==> src/logic/hsl_pkg.sv <==
// constants and carrier types for the hub strap latch decoder
// assumes strap levels arrive already resolved by the analog sensing
//
// Operation
// RL1 - straps set default configuration only while a reset is active
// RL2 - each strap is captured into its latch when reset deasserts
// RL3 - weak pull-down mode level selects management master for i2c bridging
// RL4 - weak pull-up mode level selects management slave for hub configuration
// RL5 - the four other mode levels are reserved and enable neither mode
// RL6 - one positive and one negative disable strap per downstream port 1-6
// RL7 - positive-line strap 0 enables D+, 1 disables D+
// RL8 - negative-line strap 0 enables D-, 1 disables D-
// RL9 - board holds both straps high to disable a port
// RL10 - a strap-disabled usb 2.0 port also disables its usb 3.2 port
// RL11 - low external reset resets hub; latch on por and its rising edge
// RL12 - latched values hold until a later reset is released again
package hsl_pkg;
    localparam int NUM_PORTS = 6;
    localparam int MODE_W    = 3;

    // decoded level of the multi-level mode strap
    localparam logic [MODE_W-1:0] MODE_PD200K = 3'h0;
    localparam logic [MODE_W-1:0] MODE_PU200K = 3'h1;

    localparam logic [NUM_PORTS-1:0] PORTS_NONE = 6'h00;

    typedef struct packed {
        logic [MODE_W-1:0]    modeLevel;
        logic [NUM_PORTS-1:0] portPosLineDisableStrap;
        logic [NUM_PORTS-1:0] portNegLineDisableStrap;
    } hsl_straps_type;

    localparam hsl_straps_type STRAPS_RESET = '{
        modeLevel: MODE_PD200K,
        portPosLineDisableStrap: PORTS_NONE,
        portNegLineDisableStrap: PORTS_NONE
    };
endpackage

==> src/logic/hsl_hub_strap_latch_decoder.sv <==
// strap latch and decoder for the hub configuration straps
// assumes strap inputs and reset inputs are synchronous to clk
`timescale 1ns/1ps
`default_nettype none

module hsl_hub_strap_latch_decoder
    import hsl_pkg::*;
(
    // clock and system (power-on) reset
    input  wire logic                 clk,
    input  wire logic                 sys_rst,
    // external chip reset, active low
    input  wire logic                 chipRst_n,
    // strap levels as sensed at the pins
    input  wire hsl_straps_type       strapIn,
    // decoded configuration
    output logic                      bridgingMasterSetting,
    output logic                      configSlaveSetting,
    output logic [NUM_PORTS-1:0]      posLineDisabled,
    output logic [NUM_PORTS-1:0]      negLineDisabled,
    output logic [NUM_PORTS-1:0]      usb2PortDisabled,
    output logic [NUM_PORTS-1:0]      usb3PortDisabled,
    output logic                      hubInReset,
    output logic                      strapsValid
);

    ////////////////////////////////////////////////////////////////////
    // reset tracking

    logic           inReset;
    logic           releaseNow;
    logic           rstSeen_reg;
    hsl_straps_type latch_reg;
    logic           valid_reg;

    // either reset holds the hub; chip reset low means reset
    assign inReset    = sys_rst | ~chipRst_n; // RL11
    // capture in the first cycle with neither reset active after any reset period, por included
    assign releaseNow = rstSeen_reg & ~inReset; // RL2

    always_ff @(posedge clk) begin
        if (sys_rst) begin
            rstSeen_reg <= 1'b1;
        end else begin
            rstSeen_reg <= ~chipRst_n;
        end
    end

    ////////////////////////////////////////////////////////////////////
    // latch: straps only matter at the end of reset, pins are free after

    always_ff @(posedge clk) begin
        if (sys_rst) begin
            latch_reg <= STRAPS_RESET;
            valid_reg <= 1'b0;
        end else if (!chipRst_n) begin
            valid_reg <= 1'b0;
        end else if (releaseNow) begin // RL1 RL12
            latch_reg <= strapIn; // RL2
            valid_reg <= 1'b1;
        end
    end

    ////////////////////////////////////////////////////////////////////
    // decode

    wire logic                 masterNext;
    wire logic                 slaveNext;
    wire logic [NUM_PORTS-1:0] portOffNext;

    // reserved mode levels fall through to neither mode
    assign masterNext = valid_reg
                      & (latch_reg.modeLevel == MODE_PD200K); // RL3 RL5
    assign slaveNext  = valid_reg
                      & (latch_reg.modeLevel == MODE_PU200K); // RL4 RL5
    // a port is off only with both line straps set
    assign portOffNext = latch_reg.portPosLineDisableStrap
                       & latch_reg.portNegLineDisableStrap; // RL9

    always_ff @(posedge clk) begin
        if (sys_rst) begin
            bridgingMasterSetting <= 1'b0;
            configSlaveSetting    <= 1'b0;
            posLineDisabled       <= PORTS_NONE;
            negLineDisabled       <= PORTS_NONE;
            usb2PortDisabled      <= PORTS_NONE;
            usb3PortDisabled      <= PORTS_NONE;
            hubInReset            <= 1'b1;
            strapsValid           <= 1'b0;
        end else begin
            bridgingMasterSetting <= masterNext;
            configSlaveSetting    <= slaveNext;
            posLineDisabled       <=
                latch_reg.portPosLineDisableStrap; // RL6 RL7
            negLineDisabled       <=
                latch_reg.portNegLineDisableStrap; // RL6 RL8
            usb2PortDisabled      <= portOffNext;
            usb3PortDisabled      <= portOffNext; // RL10
            hubInReset            <= inReset;
            strapsValid           <= valid_reg;
        end
    end
endmodule // hsl_hub_strap_latch_decoder

`default_nettype wire

==> config.mk <==
export PLATFORM = sky130hd
export DESIGN_NAME = hsl_hub_strap_latch_decoder
export DESIGN_NICKNAME = d
export VERILOG_FILES = /design/src/logic/hsl_pkg.sv /design/src/logic/hsl_hub_strap_latch_decoder.sv
export SDC_FILE = /design/constraint.sdc
export NUM_CORES = 1
export LEC_CHECK = 0
export BUFFER_PORTS_ARGS = -buffer_cell sky130_fd_sc_hd__buf_2
export CORE_AREA = 2 2 56 58
export DETAILED_ROUTE_END_ITERATION = 10
export DIE_AREA = 0 0 58 60
export GPL_TIMING_DRIVEN = 0
export HOLD_SLACK_MARGIN = 0.12
export PLACE_DENSITY_LB_ADDON = 0.3
export SYNTH_ARGS = -nofsm -noshare
export SYNTH_HDL_FRONTEND = slang
export SYNTH_SLANG_ARGS = --single-unit
==> constraint.sdc <==
create_clock -name clk -period 1.8 [get_ports clk]
set_input_delay 0.18 -clock clk [delete_from_list [all_inputs] [get_ports clk]]
set_output_delay 0.18 -clock clk [all_outputs]
set_load 0.02 [all_outputs]
==> impl_metrics.env <==
export IMPL_post_cts_buffers=0
export IMPL_worst_clock_skew_ns=0.00464
export IMPL_num_vias=916
export IMPL_largest_register_ffs=15
export IMPL_required_ns=2.08
export IMPL_ctsLongestPathBuffers=2
export IMPL_peakVddDrop_uv=631
export IMPL_gp_congestion=0.701
export IMPL_hold_buffers=7
export IMPL_drtIter0Drc=13
export IMPL_ys_warn_count=0
export IMPL_vias_per_cell=4.53
export IMPL_track_usage_pct=14.5
export IMPL_cts_root_buffer="clkbuf_4"
export IMPL_r2r_slack_ns=0.38
export IMPL_h_tree_depth=2
export IMPL_min_from="sys_rst"
export IMPL_hold_depth=2
export IMPL_wl_per_cell_um=11.1
export IMPL_insertion_delay_ns=0.34
export IMPL_syn_inst=111
export IMPL_cp_end_kind="flop"
export IMPL_arrival_ns=1.77
export IMPL_leakagePower_uw=0.000871
export IMPL_rows=20
export IMPL_n_fill_cell=254
export IMPL_core_um2=2900
export IMPL_synth_area_leaders="dfxtp_1 58%, mux2_4 11%, nor2b_1 11%"
export IMPL_grt_pass1_wl_mm=3.60
export IMPL_post_synth_top_count_cell="dfxtp_1"
export IMPL_r2r_start="rstSeen_reg"
export IMPL_seq_area_um2=781
export IMPL_r2r_end="latch_reg[14]"
export IMPL_cts_resized=0
export IMPL_powerDensity_nw_per_um2=900
export IMPL_cp_slowest_cell="dlygate4sd3_1"
export IMPL_timing_slew_headroom_pct=82.7
export IMPL_hp_class="input pin to flop"
export IMPL_multi_input_comb_area_um2=472
export IMPL_synth_cell_types=19
export IMPL_fin_tns_setup_ns=0
export IMPL_status="finished, final reports clean"
export IMPL_syn_area_per_cell_um2=12.2
export IMPL_dr_pass1_iters=4
export IMPL_path_max_fanout=9
export IMPL_die_w_um=58
export IMPL_synth_common_cells="39 x dfxtp_1, 24 x nor2b_1, 10 x mux2_4, 7 x buf_4, 6 x and2_1"
export IMPL_yosys_area_top_type_share_pct=57.6
export IMPL_drv_cap=0
export IMPL_start_util_pct=46.7
export IMPL_first_global_vias=839
export IMPL_cts_tree="built"
export IMPL_path_class="input pin to flop"
export IMPL_yosysSeqAreaShare_pct=57.6
export IMPL_setup_viol=0
export IMPL_clkSinkCount=39
export IMPL_postSynth_asyncResetShare_pct=0
export IMPL_portBuffers=43
export IMPL_max_freq_mhz=671
export IMPL_fin_crit_ns=1.49
export IMPL_ys_seq_elements=39
export IMPL_route_detailed_drc=0
export IMPL_die_area_um2=3480
export IMPL_reg2regPathDepth=4
export IMPL_ios=46
export IMPL_worst_path_buf_inv=3
export IMPL_ant_nets=0
export IMPL_grt_ovfl_total=0
export IMPL_antenna_cells=0
export IMPL_fin_nets=186
export IMPL_crit_path_frequent_cell="dlygate4sd3_1"
export IMPL_rsz0062_at_grt="false"
export IMPL_max_stage_delay_ns=0.57
export IMPL_finalWirelength_mm=2.24
export IMPL_period_share_pct=82.8
export IMPL_synth_edf_count=0
export IMPL_synth_nets=129
export IMPL_path_cells="dlygate4sd3_1, buf_4, a21bo_2, a21oi_1, dlygate4sd3_1"
export IMPL_total_power_uw=1580
export IMPL_hold_viol=0
export IMPL_synthToLayoutAreaGrowth_pct=29.2
export IMPL_hpwl_mm=1.58
export IMPL_drive_gt1_share_pct=46.2
export IMPL_tightest_slew_ns=0.257
export IMPL_antenna_found_initial=0
export IMPL_die_y_um=60
export IMPL_grt_max_degree=12
export IMPL_ys_flop_type="dfxtp_1"
export IMPL_syn_area_um2=1360
export IMPL_hold_end="hubInReset"
export IMPL_cp_start_kind="input pin"
export IMPL_cts_made_buffers=5
export IMPL_cp_top_family="buffers and inverters"
export IMPL_drv_slew=0
export IMPL_clkTransAtPathRegs_ns=0.11
export IMPL_yosys_area_top_type="dfxtp_1"
-- worst register-to-register path, cell delays in order, from the launching register on --
cell and delay [ns]:
dfxtp_1 0.33, buf_6 0.13, a21bo_2 0.20, a21oi_1 0.14
dlygate4sd3_1 0.57
-- report_power, final --
part / total, uW / internal, uW / switching [uW]
clock network: 496 / 230 / 266
registers: 911 / 900 / 11.0
logic: 168 / 93.4 / 74.5
-- cell usage in the layout, fill, tap and decap left out --
master | Yosys | layout
clkbuf_8 | 0 | 2
clkbuf_4 | 0 | 5
nand3_1 | 3 | 3
inv_1 | 1 | 1
and2_1 | 6 | 6
nor2_1 | 2 | 2
clkbuf_1 | 0 | 1
buf_12 | 1 | 1
buf_6 | 1 | 1
or2b_1 | 1 | 1
a21oi_1 | 3 | 3
nor2b_1 | 24 | 24
nor4_1 | 1 | 1
a21bo_2 | 3 | 3
mux2_2 | 2 | 2
dfxtp_1 | 39 | 39
buf_4 | 7 | 7
and2_4 | 1 | 1
nand2b_1 | 2 | 2
buf_2 | 3 | 46
mux2_4 | 10 | 10
dlygate4sd3_1 | 0 | 7
nor4b_1 | 1 | 1
-- stage by stage --
step           setup WS [ns]  utilization [%]  hold WS (ns)  area [um2]  instances
5_1_grt                0.279             60.3         0.170        1750        202
4_1_cts                0.375             60.3         0.147        1750        202
2_1_floorplan          0.685                -         0.327        1360        111
3_3_place_gp           0.636             55.5         0.424        1610        187
3_5_place_dp           0.620             55.5         0.432        1610        187
6_report               0.309             60.3         0.162        1750        202
-- how the worst max path moves through the flow --
stage	startpoint	endpoint	slack [ns]	depth (start not counted)
finish	chipRst_n	latch_reg[14]	0.31	5
floorplan	rstSeen_reg	latch_reg[0]	0.68	4
detailed placement	rstSeen_reg	latch_reg[5]	0.62	4
CTS	chipRst_n	latch_reg[13]	0.38	5
global placement	rstSeen_reg	latch_reg[6]	0.64	4
global route	chipRst_n	latch_reg[14]	0.28	5
-- cells by family after synthesis --
logic type,count (synthesis),synth area share (%)
AO/OA/AOI/OAI,6,3.32
buffers and inverters,13,7.57
flip-flops,39,57.6
multiplexers,12,12.7
AND/OR/NAND/NOR,41,18.7
-- layer usage --
metal  track usage (%)  up-vias  share of wire, %
li1                  -      464                 -
met1              15.6      419                41
met2              24.2       28                50
met3              6.06        5               7.0
met4              7.97        0               2.0
met5                 0        -                 0
-- layout make-up --
cell class,instances,share of cell area (%)
well taps,33,2.36
plain buffers,12,5.65
flip-flops and latches,39,44.6
clock buffers,8,3.93
multi-input cells,59,26.9
inverters,1,0.214
repair buffers,50,16.3
(Power assumes the default switching activity.)
